[src/rrs_pkg.sv]
// package for the rotate-right and set-file datapath
package rrs_pkg;
   // opcode fields, upper bits of the 16-bit instruction word
   localparam logic [5:0] OPC_ROT_RIGHT_CARRY = 6'h0C;
   localparam logic [5:0] OPC_ROT_RIGHT_PLAIN = 6'h10;
   localparam logic [6:0] OPC_SET_ALL_ONES = 7'h34;
   localparam int DEST_BIT = 9;
   localparam int BANK_BIT = 8;
   localparam logic [7:0] ALL_ONES = 8'hFF;
   localparam logic [7:0] RESET_ACCUM = 8'h00;
   localparam logic [3:0] ACCESS_BANK = 4'h0;
   localparam logic [3:0] RESET_BANK = 4'h0;
   // access bank: low half maps to bank 0, high half to the top bank
   localparam logic [3:0] ACCESS_HIGH_BANK = 4'hF;
   localparam logic [7:0] ACCESS_SPLIT = 8'h80;

   typedef enum logic [1:0]
   {
      PH_DECODE = 2'b00,
      PH_READ = 2'b01,
      PH_PROCESS = 2'b11,
      PH_WRITE = 2'b10
   } rrs_phase_e;

   typedef enum logic [1:0]
   {
      OP_NONE = 2'h0,
      OP_RRC = 2'h1,
      OP_RRN = 2'h2,
      OP_SET = 2'h3
   } rrs_op_e;

   typedef struct packed
   {
      logic carry;
      logic negative;
      logic zero;
   } rrs_flags_s;

   typedef struct packed
   {
      logic we;
      logic [11:0] addr;
      logic [7:0] data;
   } rrs_file_wr_s;
endpackage : rrs_pkg

[src/rrs_alu.sv]
// combinational rotate and set unit
`timescale 1ns/1ps
module rrs_alu
(
   // operation and operand
   input wire rrs_pkg::rrs_op_e i_op,
   input wire logic [7:0] i_operand,
   input wire rrs_pkg::rrs_flags_s i_flags,
   // result
   output logic [7:0] o_result,
   output rrs_pkg::rrs_flags_s o_flags
);
   always_comb
   begin
      o_result = i_operand;
      o_flags = i_flags;
      case (i_op)
         rrs_pkg::OP_RRC:
         begin
            o_result = {i_flags.carry, i_operand[7:1]};
            o_flags.carry = i_operand[0];
            o_flags.negative = i_flags.carry;
            o_flags.zero = ({i_flags.carry, i_operand[7:1]} == 8'h00);
         end
         rrs_pkg::OP_RRN:
         begin
            o_result = {i_operand[0], i_operand[7:1]};
            o_flags.negative = i_operand[0];
            o_flags.zero = (i_operand == 8'h00);
         end
         rrs_pkg::OP_SET:
            o_result = rrs_pkg::ALL_ONES;
         default:
            o_result = i_operand;
      endcase
   end
endmodule : rrs_alu

[src/rrs_core.sv]
// four-phase execution of rotate-right and set-file instructions
`timescale 1ns/1ps
module rrs_core
(
   // clock and reset
   input wire logic i_core_clk,
   input wire logic i_reset,
   // instruction
   input wire logic i_instr_valid,
   input wire logic [15:0] i_instr,
   input wire logic [3:0] i_bank_select_reg,
   // file register read data
   input wire logic [7:0] i_file_rdata,
   // file register access
   output logic o_file_re,
   output logic [11:0] o_file_addr,
   output rrs_pkg::rrs_file_wr_s o_file_wr,
   // architectural state and handshake status
   output logic [7:0] o_working_accumulator,
   output rrs_pkg::rrs_flags_s o_flags,
   output logic o_busy,
   output logic o_done
);
   rrs_pkg::rrs_phase_e phase;
   rrs_pkg::rrs_op_e op;
   logic dest_select_bit;
   logic [11:0] addr;
   logic [7:0] operand;
   logic [7:0] result;
   rrs_pkg::rrs_flags_s next_flags;
   rrs_pkg::rrs_flags_s alu_flags;
   logic [7:0] alu_result;
   rrs_pkg::rrs_op_e instr_op;
   logic instr_supported;
   logic take;
   logic [11:0] instr_addr;

   function automatic rrs_pkg::rrs_op_e decode_op(input logic [15:0] instr);
      if (instr[15:10] == rrs_pkg::OPC_ROT_RIGHT_CARRY)
         return rrs_pkg::OP_RRC;
      else if (instr[15:10] == rrs_pkg::OPC_ROT_RIGHT_PLAIN)
         return rrs_pkg::OP_RRN;
      else if (instr[15:9] == rrs_pkg::OPC_SET_ALL_ONES)
         return rrs_pkg::OP_SET;
      return rrs_pkg::OP_NONE;
   endfunction : decode_op

   function automatic logic [11:0] form_addr(input logic a, input logic [3:0] bank, input logic [7:0] f);
      if (a)
         return {bank, f};
      else if (f < rrs_pkg::ACCESS_SPLIT)
         return {rrs_pkg::ACCESS_BANK, f};
      return {rrs_pkg::ACCESS_HIGH_BANK, f};
   endfunction : form_addr

   // field positions and carrier widths the datapath is built around
   if (rrs_pkg::DEST_BIT > 15 || rrs_pkg::DEST_BIT <= rrs_pkg::BANK_BIT)
   begin : g_bad_dest_bit
      $error("destination bit position out of range");
   end
   if (rrs_pkg::BANK_BIT < 8)
   begin : g_bad_bank_bit
      $error("bank bit overlaps the file address byte");
   end
   if ($bits(rrs_pkg::rrs_file_wr_s) != 21 || $bits(rrs_pkg::rrs_flags_s) != 3)
   begin : g_bad_carrier
      $error("file write port or flag carrier has the wrong width");
   end
   if (rrs_pkg::OPC_SET_ALL_ONES[6:1] == rrs_pkg::OPC_ROT_RIGHT_CARRY
      || rrs_pkg::OPC_SET_ALL_ONES[6:1] == rrs_pkg::OPC_ROT_RIGHT_PLAIN)
   begin : g_opcode_clash
      $error("set-file opcode overlaps a rotate opcode");
   end
   if (rrs_pkg::ACCESS_SPLIT == 8'h00)
   begin : g_bad_split
      $error("access bank split must leave a low half");
   end

   // one decode of the incoming word, shared by sequencer, capture and read port
   always_comb
   begin
      instr_op = decode_op(i_instr);
      instr_supported = (instr_op != rrs_pkg::OP_NONE);
      take = (phase == rrs_pkg::PH_DECODE) && i_instr_valid && instr_supported;
      instr_addr = form_addr(i_instr[rrs_pkg::BANK_BIT], i_bank_select_reg, i_instr[7:0]);
   end

   // flags come back from the architectural copy, so a back-to-back rotate sees the last write
   rrs_alu rrs_alu_i
   (
      .i_op(op),
      .i_operand(operand),
      .i_flags(o_flags),
      .o_result(alu_result),
      .o_flags(alu_flags)
   );

   // phase sequencer
   always_ff @(posedge i_core_clk)
   begin
      if (i_reset)
         phase <= rrs_pkg::PH_DECODE;
      else
         case (phase)
            rrs_pkg::PH_DECODE:
               if (take)
                  phase <= rrs_pkg::PH_READ;
            rrs_pkg::PH_READ:
               phase <= rrs_pkg::PH_PROCESS;
            rrs_pkg::PH_PROCESS:
               phase <= rrs_pkg::PH_WRITE;
            rrs_pkg::PH_WRITE:
               phase <= rrs_pkg::PH_DECODE;
            default:
               phase <= rrs_pkg::PH_DECODE;
         endcase
   end

   // decode capture; a refused word leaves the captured fields alone
   always_ff @(posedge i_core_clk)
   begin
      if (i_reset)
      begin
         op <= rrs_pkg::OP_NONE;
         dest_select_bit <= 1'b0;
         addr <= {rrs_pkg::RESET_BANK, 8'h00};
      end
      else if (take)
      begin
         op <= instr_op;
         if (instr_op == rrs_pkg::OP_SET)
            dest_select_bit <= 1'b1;
         else
            dest_select_bit <= i_instr[rrs_pkg::DEST_BIT];
         addr <= instr_addr;
      end
   end

   // operand read and processing
   // operand holds until the next read so the unit's output stays steady
   always_ff @(posedge i_core_clk)
   begin
      if (i_reset)
      begin
         operand <= 8'h00;
         result <= 8'h00;
         next_flags <= '0;
      end
      else if (phase == rrs_pkg::PH_READ)
         operand <= i_file_rdata;
      else if (phase == rrs_pkg::PH_PROCESS)
      begin
         result <= alu_result;
         next_flags <= alu_flags;
      end
   end

   // file register port
   always_ff @(posedge i_core_clk)
   begin
      if (i_reset)
      begin
         o_file_re <= 1'b0;
         o_file_addr <= 12'h000;
         o_file_wr <= '0;
      end
      else
      begin
         o_file_re <= take;
         if (take)
            o_file_addr <= instr_addr;
         // address and data load in the process phase whether or not the strobe is raised
         o_file_wr.we <= 1'b0;
         if (phase == rrs_pkg::PH_PROCESS)
         begin
            o_file_wr.we <= dest_select_bit;
            o_file_wr.addr <= addr;
            o_file_wr.data <= alu_result;
         end
      end
   end

   // accumulator and status write-back
   // set-file carries the flags through unchanged, so writing them back is harmless
   always_ff @(posedge i_core_clk)
   begin
      if (i_reset)
      begin
         o_working_accumulator <= rrs_pkg::RESET_ACCUM;
         o_flags <= '0;
      end
      else if (phase == rrs_pkg::PH_WRITE)
      begin
         if (!dest_select_bit)
            o_working_accumulator <= result;
         o_flags <= next_flags;
      end
   end

   // handshake status
   always_ff @(posedge i_core_clk)
   begin
      if (i_reset)
      begin
         o_busy <= 1'b0;
         o_done <= 1'b0;
      end
      else
      begin
         if (phase == rrs_pkg::PH_DECODE)
            o_busy <= take;
         else
            o_busy <= (phase != rrs_pkg::PH_WRITE);
         o_done <= (phase == rrs_pkg::PH_WRITE);
      end
   end
endmodule : rrs_core

[config.mk]
export PLATFORM = sky130hd
export DESIGN_NAME = rrs_core
export DESIGN_NICKNAME = d
export VERILOG_FILES = /design/src/rrs_pkg.sv /design/src/rrs_alu.sv /design/src/rrs_core.sv
export SDC_FILE = /design/constraint.sdc
export NUM_CORES = 1
export LEC_CHECK = 0
export BUFFER_PORTS_ARGS = -buffer_cell sky130_fd_sc_hd__buf_2
export CAP_MARGIN = 20
export CELL_PAD_IN_SITES_DETAIL_PLACEMENT = 1
export CELL_PAD_IN_SITES_GLOBAL_PLACEMENT = 2
export CORE_ASPECT_RATIO = 2
export CORE_MARGIN = 2
export CORE_UTILIZATION = 31
export CTS_BUF_LIST = sky130_fd_sc_hd__clkbuf_4 sky130_fd_sc_hd__clkbuf_8 sky130_fd_sc_hd__clkbuf_16
export DETAILED_ROUTE_END_ITERATION = 16
export PLACE_DENSITY_LB_ADDON = 0.1
export REMOVE_ABC_BUFFERS = 1
export SYNTH_ARGS = -nofsm -noshare
export SYNTH_HDL_FRONTEND = slang
export SYNTH_SLANG_ARGS = --single-unit
[constraint.sdc]
create_clock -name i_core_clk -period 2.8 [get_ports i_core_clk]
set_input_delay 0.28 -clock i_core_clk [delete_from_list [all_inputs] [get_ports i_core_clk]]
set_output_delay 0.28 -clock i_core_clk [all_outputs]
set_load 0.1 [all_outputs]
# Word-level counts from Yosys, hierarchy flattened
# Cells that the tools add are included.
# classes
magnitude_cmp	1
n_eq_ne	12
n_mux	19
n_bitwise	3
reduce_logical	9
# op_table
op	count
12-bit 2-to-1 mux	3
8-bit one-hot mux with 3 select lines	1
8-bit zero test	2
2-bit == test, second input constant	5
2-bit 2-to-1 mux	5
8-bit < comparator, second input constant	1
1-bit 2-to-1 mux	8
2-bit one-hot mux with 4 select lines	1
7-bit by 6-bit == test with 1-bit output, second input constant	1
6-bit by 4-bit == test with 1-bit output, second input constant	1
6-bit by 5-bit == test with 1-bit output, second input constant	1
2-bit by 1-bit == test with 1-bit output, second input constant	2
2-bit inequality test, second input constant	2
2-bit one-hot mux with 2 select lines	1
2-bit AND reduction	2
1-bit inverter	3
1-bit logical AND	2
2-bit zero test	1
2-bit nonzero test	1
2-bit OR reduction	1
# word_totals
regBits	71
inputBits	31
output_inout_bits	47

# Logic depth before layout (Yosys ltp)
# Gate-level depths: netlist (run 1).
# depth
ltp_word	9
mapped_depth	7
depth_no_buf	6

# By module
# From an unflattened synthesis (run 1), not the netlist that was laid out.
# unflattened
hier_cells	306
area_unflattened_um2	2670.1
# modules_own_cells
module	n_inst	cells_per_inst	area_each_um2
rrs_core	1	261	2378.5
rrs_alu	1	45	291.5

# Least setup slack after synthesis (run 1)
# OpenSTA, ideal clock, no wires.
# synth_timing
path_type	flip-flop to flip-flop
startpoint	register o_flags[2] (netlist name)
endpoint	register result[7]
setup_time_ps	67
arrival_ps	1674
t_required_ps	2733
path_slack_ps	1059
stages_incl_launch_ff	5
synth_period_minus_slack_ps	1741
path_cell_list	dfxtp_1 a22oi_1 a221oi_1 a21oi_1 nor2_1
# synth_between
elab_chain_len	1
# synth_rtl
element	line	rtl
start, declared	rrs_core.sv:20	output rrs_pkg::rrs_flags_s o_flags,
start signal, assigned	rrs_core.sv:196	o_flags <= next_flags;
8-bit one-hot mux with 3 select lines	rrs_alu.sv:17	case (i_op)
end signal, assigned	rrs_core.sv:153	result <= alu_result;
end, declared	rrs_core.sv:29	logic [7:0] result;
# No other way between the ends.
# A chain may end at the register's enable or synchronous reset.

# Final worst setup path (run 1)
# layout_timing
startpoint	register op[0]
endpoint	register result[7]
# layout_between
elab_chain_len	2
word_cells_on_any_way	4
classes_between	3 x eq/ne; 1 x mux
# layout_rtl
element	line	rtl
start, declared	rrs_core.sv:25	rrs_pkg::rrs_op_e op;
start signal, assigned	rrs_core.sv:124	op <= rrs_pkg::OP_NONE;
start signal, assigned	rrs_core.sv:130	op <= instr_op;
2-bit == test / 2-bit by 1-bit == test with 1-bit output (equally long branches)	rrs_alu.sv:17	
8-bit one-hot mux with 3 select lines *	rrs_alu.sv:17	
# Mark *: on every way between the ends. The rest lies on a longest branch, timed or not.

==> run metrics, run 1 <==
status complete, no violations; TritonCTS Sinks between 60 and 70; Hold WC Path Type input pin to register; # fillers about 1000; hold wc startpoint i_file_rdata[3]; cell taking the most area after synthesis dfxtp_1; DIE WIDTH 68.6 um; worst-skew pair later-pin latency 330 ps; largest net degree at the start of global routing 51; final setup TNS 0 ps; WHS Path Cells 3; Hold Buf Count CTS 0; # rows 47; count leader, synth dfxtp_1; drt pass-1 iters 4; max cap viols 0; number of cells on the worst reg-to-reg path 6; drt total wl 7.47 mm; clk slew on worst S/H paths roughly 50 ps; layout cells sized above 1 26.9%; Via Count 2393; worst-path fanout max 9; Worst setup EP type register; Non-Filler Instances roughly 480; final hold vios 0; CP Launch Type register; Vias/cell 5.02; FF-to-FF Start op[0]; routability cong. a little over 0.8; antenna violations before repair 0; r2r setup slk about 1000 ps; Max clock buf depth 2; DP Cell Count about 460; PwrDens about 660 mW/mm^2; #FFs+latches synth 63; Cell Area, Synth 0.00259 sq mm; Max Clock Freq approximately 570 MHz; DRC violations left 0; Syn-to-layout area delta 30.3%; share of the synthesized area in the top cell type ~50%; Die ar. about 0.0091 sq mm; top_reg_cell synth dfxtp_1; Final Critical Period around 1800 ps; grt total ovfl 0; peak supply drop roughly 0.00031 V; Worst Path Required ~3000 ps; Post-DRT Antenna Nets 0; relative slew slack 45.7%; post-cts repair resize count 0; HPWL after DPL roughly 5.5 mm; # port buffers 77; Final setup viols 0; Commonest cells post-synth dfxtp_1, nand2_1, nor2_1, a21oi_1, mux2i_1; post-CTS setup buffer count 0; nets 409; Mapped Avg Cell Area approximately 8.6 sq um; Leak ~1.4 nW; Final Core Density about two fifths; worst-margin pin slew between 800 and 900 ps; Syn Inst Count ~300; antenna diode count 0; warnings from Yosys 0; RSZ-0062 raised after global routing no; Synth area leaders dfxtp_1, a21oi_1, mux2i_1, nand2_1, nor2_1; H-tree Lvls 3; FFs w/ async S/R, synth 0%; routed length per instance 15.7 um; crit path DAT slightly below 2000 ps; I/O pin count between 70 and 80; first-pass GRT wire length 12.4 mm; initial DRC count between 100 and 150; Starting Density between 30% and 40%; critical path class register to register; RR Endpoint result[7]; die height between 100 and 150 um; total track usage a little under a fifth; clk_skew 3.98 ps; sink of the worst hold path operand[3]; synth unique cells 35; CTS tree yes; Post-synth EDFFs 0; placeable core area between 0.008 and 0.009 sq mm; Seq/Total Area, Yosys around 49%; vias in the first global route ~2500; final period utilization between 60% and 70%; Root Buffer clkbuf_16; TritonCTS Buffers 9; Final Max Slew Viols 0
==> area by class of cell <==
class | count | area (sq um) | share of cell area, %
clock buffers | 13 | 268 | 7.94
clock inverters | 3 | 65.1 | 1.93
inverters | 13 | 48.8 | 1.45
multi-input cells | 206 | 1190 | 35.3
flip-flops and latches | 63 | 1260 | 37.4
well taps | 98 | 123 | 3.64
repair buffers | 81 | 415 | 12.3
==> metal layers <==
metal	up-vias	wire, um	GRT usage (%)
met2	56	4310	32.6
met5	-	0	0
met1	1149	2660	19.3
met3	14	282	3.97
li1	1174	-	-
met4	0	214	9.67
==> kinds of logic after synthesis <==
family / after synthesis / synth area share (%)
multiplexers: 19 / 7.35
flip-flops: 63 / 48.7
adder cells (fa/ha/maj): 4 / 1.93
buffers and inverters: 32 / 5.22
AND/OR/NAND/NOR: 109 / 18.4
AO/OA/AOI/OAI: 74 / 18.4
==> power breakdown <==
part | leakage (nW) | total, W | switching [W] | internal, W
Clock | 0.167 | 0.00123 | 0.000383 | 0.000845
Combinational | 0.724 | 0.0000885 | 0.0000591 | 0.0000293
Sequential | 0.507 | 0.000904 | 0.00000292 | 0.000901
Total | 1.40 | 0.00222 | 0.000445 | 0.00178
==> registers in the layout, indices dropped and copies added, names as in the netlist <==
name	cells
result	8
o_working_accumulator	8
o_file_addr	12
dest_select_bit	1
o_done	1
o_file_re	1
op	2
phase	2
o_file_wr	13
next_flags	3
operand	8
o_busy	1
o_flags	3
==> stage by stage <==
stage / setup WS (ps) / cell area, sq um / total power (W) / hold WS (ps)
2_1_floorplan: 1060 / 2500 / 0.000963 / 349
3_3_place_gp: 1090 / 3040 / 0.00101 / 438
3_5_place_dp: 1050 / 3040 / 0.00101 / 446
4_1_cts: 1040 / 3370 / 0.00226 / 172
5_1_grt: 762 / 3370 / 0.00231 / 196
6_report: 1050 / 3370 / 0.00222 / 177
==> worst max-delay path by stage <==
stage / startpoint / end / slack (ps) / cells after the start
floorplan: o_flags[2] / result[7] / 1060 / 4
global placement: op[0] / result[0] / 1090 / 6
detailed placement: op[0] / result[7] / 1050 / 6
CTS: op[0] / result[7] / 1040 / 6
global route: op[0] / result[7] / 760 / 6
finish: op[0] / result[7] / 1050 / 6
==> critical path, stage by stage, from the launching register on <==
cell and delay (ps):
dfxtp_1 370, inv_1 80, ha_1 320, nor2_1 470, a221oi_1 160, a21oi_1 160
nor2_1 50
==> layout by cell type, fill, tap and decap left out, types with 2 or more instances in the layout <==
cell       count
a221oi_1       8
mux2i_1       19
a211oi_1       2
nand2_1       50
clkbuf_8       2
o21ai_0       10
buf_4          4
clkbuf_16      9
a31o_1         5
nor4_1         3
inv_1         12
nor2b_1        4
buf_2         77
bufinv_16      2
nor2_1        43
clkbuf_4       2
a2111oi_0      4
dfxtp_1       63
ha_1           4
a21oi_1       38
Power figures use the tool's default switching activity.
==> inputs of run 2 (changes only) <==
--- a/config.mk
+++ b/config.mk
@@ -11,7 +11,7 @@
 export CELL_PAD_IN_SITES_GLOBAL_PLACEMENT = 2
 export CORE_ASPECT_RATIO = 2
 export CORE_MARGIN = 2
-export CORE_UTILIZATION = 31
+export CORE_UTILIZATION = 26
 export CTS_BUF_LIST = sky130_fd_sc_hd__clkbuf_4 sky130_fd_sc_hd__clkbuf_8 sky130_fd_sc_hd__clkbuf_16
 export DETAILED_ROUTE_END_ITERATION = 16
 export PLACE_DENSITY_LB_ADDON = 0.1
==> constraint.sdc (replaced) <==
create_clock -name i_core_clk -period 1.4 [get_ports i_core_clk]
set_input_delay 0.14 -clock i_core_clk [delete_from_list [all_inputs] [get_ports i_core_clk]]
set_output_delay 0.14 -clock i_core_clk [all_outputs]
set_load 0.1 [all_outputs]
==> run 2 against run 1 <==
  * First-iteration DRC count shrank 51%
  * Hold slack got worse by 140 ps
  * Sequential cell count unchanged
  * Sequential power increased by 99%
  * Global-route usage is 2.6 points lower
  * Via count up 5.0%
  * Critical path type unchanged
  * Highest routed layer unchanged
==> run metrics, run 2 (synthesis results as in run 1) <==
clk_skew approximately 6.7 ps; HPWL after DPL 5.97 mm; routability cong. 0.695; layout cells sized above 1 between 30 and 40%; antenna violations before repair 0; commonest non-fill, non-tap cells in the layout buf_2, dfxtp_1, nand2_1; worst-path fanout max 3; Final Core Density between 30% and 40%; largest net degree at the start of global routing 32; final setup TNS 0 ps; most common cell after layout, fill and taps aside buf_2; Worst Path Required 1670 ps; initial DRC count just over 70; # rows between 50 and 60; relative slew slack between 60 and 70%; FF-to-FF Start op[0]; first-pass GRT wire length ~13 mm; placeable core area 0.00970 sq mm; WHS Path Cells 3; max reg flops 13; nets approximately 430; final hold vios 0; TritonCTS Sinks 63; Leak between 1.5 and 2 nW; hold wc startpoint i_file_rdata[1]; H-tree Lvls 3; Final Max Slew Viols 0; RSZ-0062 raised after global routing yes; Die ar. ~0.011 sq mm; # port buffers just under 80; Via Count about 2500; CTS tree yes; Worst setup EP type register; DIE WIDTH roughly 75 um; RR Endpoint next_flags[0]; Syn-to-layout area delta 45.2%; final worst setup slack around 32 ps; Non-Filler Instances 534; die height between 100 and 150 um; crit path DAT roughly 1600 ps; sink of the worst hold path operand[1]; final period utilization 97.7%; clk slew on worst S/H paths 50 ps; r2r setup slk 30 ps; DRC violations left 0; worst-skew pair later-pin latency ~330 ps; Final setup viols 0; PwrDens approximately 1100 mW/mm^2; # fillers around 1200; antenna diode count 0; TritonCTS Buffers 9; critical path class register to register; Max Clock Freq about 730 MHz; max cap viols 0; Max clock buf depth 2; DP Worst Slack -76.6 ps; I/O pin count 78; grt total ovfl 0; peak supply drop between 0.0006 and 0.0007 V; drt total wl between 8 and 9 mm; worst-margin pin slew about 500 ps; total track usage 15.9%; Hold WC Path Type input pin to register; Root Buffer clkbuf_16; post-CTS setup buffer count 0; CP Launch Type register; routed length per instance 15.1 um; status complete, no violations; Final Critical Period approximately 1400 ps; vias in the first global route around 2600; largest register by flop count o_file_wr; Largest regs o_file_wr: 13 flops, o_file_addr: 12 flops; Post-DRT Antenna Nets 0; Vias/cell about 4.7; Starting Density about a quarter; DP Cell Count 519; drt pass-1 iters 4; number of cells on the worst reg-to-reg path 7
[run 2: cell types whose count changed in the layout (fill, tap and decap cells not counted), moves of 4 or more]
cell | previous run | this run
buf_4 | 4 | 20
a221oi_1 | 8 | 1
a221oi_2 | 0 | 5
buf_6 | 0 | 5
ha_1 | 4 | 0
o21ai_0 | 10 | 6
[run 2: how the worst max path moves through the flow]
stage	startpoint	end	slack (ps)	depth (start not counted)
floorplan	o_flags[2]	result[7]	-340	4
global placement	i_instr[11]	op[1]	-40	5
detailed placement	op[0]	next_flags[1]	-80	8
CTS	op[0]	next_flags[1]	-0.3	7
global route	op[0]	next_flags[0]	-50	7
finish	op[0]	next_flags[0]	30	7
[run 2: power by group]
group          internal, W  switching (W)
Combinational    0.0000743       0.000128
Sequential         0.00180     0.00000633
Clock              0.00124       0.000797
[run 2: stage by stage]
| step | area, sq um | hold slack, ps | total power [W] |
|---|---|---|---|
| global route | 3760 | 52.2 | 0.00422 |
| CTS | 3570 | 33.6 | 0.00412 |
| detailed placement | 3280 | 380 | 0.00204 |
| finish | 3760 | 37.4 | 0.00405 |
| floorplan | 2500 | 209 | 0.00193 |
| global placement | 3280 | 374 | 0.00204 |
[run 2: area by class of cell]
cell class / count / area (sq um) / area share, %
Tap cell: 132 / 165 / 4.39
Inverter: 13 / 51.3 / 1.36
Sequential cell: 63 / 1270 / 33.8
Clock buffer: 11 / 246 / 6.56
Clock inverter: 4 / 22.5 / 0.599
Multi-Input combinational cell: 206 / 1360 / 36.1
Timing Repair Buffer: 105 / 649 / 17.3
[run 2: what timing repair did]
action	4_1_cts	5_1_grt
endpoints found under the setup margin	10	25
hold buffers	0	0
endpoints found under the hold margin	0	0
pin swaps	2	13
gates resized for setup	5	48
[run 2: worst max-delay path, stage by stage, from the launching register on]
cell     delay (ps)
dfxtp_4         370
inv_2            60
buf_6           110
ha_4            260
inv_1            60
nor4_2          150
a32oi_2         150
a21oi_2         140
[run 2: routing by layer]
layer	track usage [%]	wire (um)
met5	0	0
met2	29.8	4670
met4	6.43	194
met1	15.4	2870
met3	4.38	318
==> inputs of run 3 (changes only) <==
--- a/config.mk
+++ b/config.mk
@@ -5,13 +5,14 @@
 export SDC_FILE = /design/constraint.sdc
 export NUM_CORES = 1
 export LEC_CHECK = 0
+export ABC_AREA = 1
 export BUFFER_PORTS_ARGS = -buffer_cell sky130_fd_sc_hd__buf_2
 export CAP_MARGIN = 20
 export CELL_PAD_IN_SITES_DETAIL_PLACEMENT = 1
 export CELL_PAD_IN_SITES_GLOBAL_PLACEMENT = 2
-export CORE_ASPECT_RATIO = 2
+export CORE_ASPECT_RATIO = 0.7
 export CORE_MARGIN = 2
-export CORE_UTILIZATION = 26
+export CORE_UTILIZATION = 25
 export CTS_BUF_LIST = sky130_fd_sc_hd__clkbuf_4 sky130_fd_sc_hd__clkbuf_8 sky130_fd_sc_hd__clkbuf_16
 export DETAILED_ROUTE_END_ITERATION = 16
 export PLACE_DENSITY_LB_ADDON = 0.1
==> run 3 against run 2 <==
  * Via count shrank 0.12%
  * Clock-buffer cell count stayed put
  * Total power rose by 9.2%
  * Setup slack improved by 26 ps
  * Largest cell class is now sequential cells
==> run metrics, run 3 <==
I/O pin count approximately 80; top_reg_cell synth dfxtp_1; # fillers 1293; DIE WIDTH between 100 and 150 um; H-tree Lvls 3; largest register by flop count o_file_wr; cell taking the most area after synthesis dfxtp_1; Die ar. about 0.011 sq mm; DP Cell Count 562; clk_skew around 5.1 ps; TritonCTS Buffers 9; Total Power approximately 0.0044 W; CP Cell Sequence inv_1 > ha_2 > nor2_1 > buf_4 > o21ai_0 > o21ai_1 > a21oi_1; Final setup viols 0; warnings from Yosys 0; drt pass-1 iters 4; CTS tree yes; Worst Path Required roughly 1600 ps; Syn Inst Count 351; Slowest cell on crit path dfxtp_4; Commonest cells post-synth dfxtp_1, nor2_1, o21ai_0, nand2_1; Starting Density approximately 26%; commonest non-fill, non-tap cells in the layout buf_2, dfxtp_1, nor2_1; first-pass GRT wire length ~13 mm; grt total ovfl 0; final period utilization between 90% and 100%; Vias/cell around 4.3; final setup TNS 0 ps; clk slew on worst S/H paths 60 ps; Non-Filler Instances 578; die height between 90 and 100 um; most common cell after layout, fill and taps aside buf_2; nets about 480; routability cong. roughly 0.7; CP Depth 7; worst-margin pin slew a little under 500 ps; vias in the first global route 2558; HPWL after DPL 5.72 mm; layout cells sized above 1 about a third; DRC violations left 0; RSZ-0062 raised after global routing yes; Mapped Avg Cell Area 7.53 sq um; share of the synthesized area in the top cell type a little under half; Syn-to-layout area delta 36.6%; Via Count ~2500; WHS Path Cells 3; PwrDens 1220 mW/mm^2; critical path class register to register; peak supply drop about 0.00053 V; Max clock buf depth 2; number of cells on the worst reg-to-reg path 7; max cap viols 0; #FFs+latches synth 63; Root Buffer clkbuf_16; max reg flops 13; worst-path fanout max 8; status complete, no violations; minimum hold slack 86.7 ps; Sw Share around a quarter; synth unique cells 26; placeable core area a little over 0.01 sq mm; post-CTS setup buffer count 0; Final Max Slew Viols 0; worst-skew pair later-pin latency 330 ps; # rows 31; largest net degree at the start of global routing between 50 and 60; Clk network pwr share 51.9%; relative slew slack between 60% and 70%; Post-DRT Antenna Nets 0; Hold WC Path Type input pin to register; antenna violations before repair 0; FFs w/ async S/R, synth 0%; Switch Pwr 0.00104 W; Largest regs o_file_wr: 13 flops, o_file_addr: 12 flops; CP Buf/Inv Count 2; Seq/Total Area, Yosys 47.7%; total track usage 14.9%; Largest delay share family, worst path flip-flops; Max Clock Freq 745 MHz; initial DRC count slightly below 100; Cell Area, Synth ~0.0026 sq mm; # port buffers 77; antenna diode count 0; count leader, synth dfxtp_1; Seq pwr share between 40% and 50%; crit-path max cell delay roughly 360 ps; P_int between 0.003 and 0.004 W; Post-synth EDFFs 0; Comb pwr share 6.9%; Synth area leaders dfxtp_1, o21ai_0, nor2_1, a21oi_1, nand2_1; Final Critical Period 1340 ps; Leak 1.68 nW; Worst setup EP type register; final hold vios 0; CP Launch Type register; drt total wl between 7 and 8 mm; routed length per instance roughly 14 um; crit path DAT roughly 1600 ps; TritonCTS Sinks 63
## run 3: logic make-up after synthesis
group                      count (synthesis)  synth area share [%]
adders and majority gates                  4                  1.89
AOI/OAI and AO/OA                         88                  16.9
buffers and inverters                     56                  9.00
and+or+nand+nor                          140                  24.5
DFF                                       63                  47.7
## run 3: worst reg2reg max path, delay by kind of cell, from the launching register on
family | cells | cell delay [ps]
fa+ha+maj | 1 | 200
buf+inv | 2 | 210
compound gates | 3 | 350
simple gates | 1 | 100
flops | 1 | 360
## run 3: metrics by stage
| step | setup slack (ps) | util, % | area [sq um] |
|---|---|---|---|
| floorplan | -210 | - | 2560 |
| global placement | -12.9 | 31.8 | 3280 |
| detailed placement | -49.5 | 31.8 | 3280 |
| CTS | 7.45 | 34.8 | 3590 |
| global route | -50.3 | 35.0 | 3610 |
| finish | 58.3 | 35.0 | 3610 |
## run 3: path summary, 6_finish.rpt
check	start	end	slack (ps)
setup / recovery	op[0]	result[4]	60
hold / removal	i_file_rdata[3]	operand[3]	90
setup reg to reg	op[0]	result[4]	60
hold reg to reg	o_working_accumulator[4]	o_working_accumulator[4]	460
## run 3: area by class of cell
class,instances,area (sq um),share of cell area [%]
Clock buffer,11,253,7.00
Clock inverter,5,56.3,1.56
Inverter,41,156,4.33
Multi-Input combinational cell,232,1160,32.2
Sequential cell,63,1270,35.1
Tap cell,132,165,4.58
Timing Repair Buffer,94,551,15.3
## run 3: power by group through the flow
stage / clock, W / combinational, W / sequential [W]
6_report: 0.00229 / 0.000305 / 0.00182
5_1_grt: 0.00244 / 0.000340 / 0.00182
4_1_cts: 0.00237 / 0.000309 / 0.00182
3_5_place_dp: 0 / 0.000308 / 0.00186
3_3_place_gp: 0 / 0.000305 / 0.00186
2_1_floorplan: 0 / 0.000120 / 0.00192
## run 3: routing by layer
layer  up-vias  wire, um  track usage, %
met5         -         0               0
met4         0       132            6.59
met3        10       336            4.64
met2        47      3340            21.6
met1      1133      4160            20.4
li1       1320         -               -
## run 3: repair_timing
| item | in CTS | in global routing |
|---|---|---|
| pin swaps | 0 | 2 |
| hold buffers | 0 | 0 |
| resized for setup | 2 | 9 |
| setup endpoints to repair | 4 | 9 |
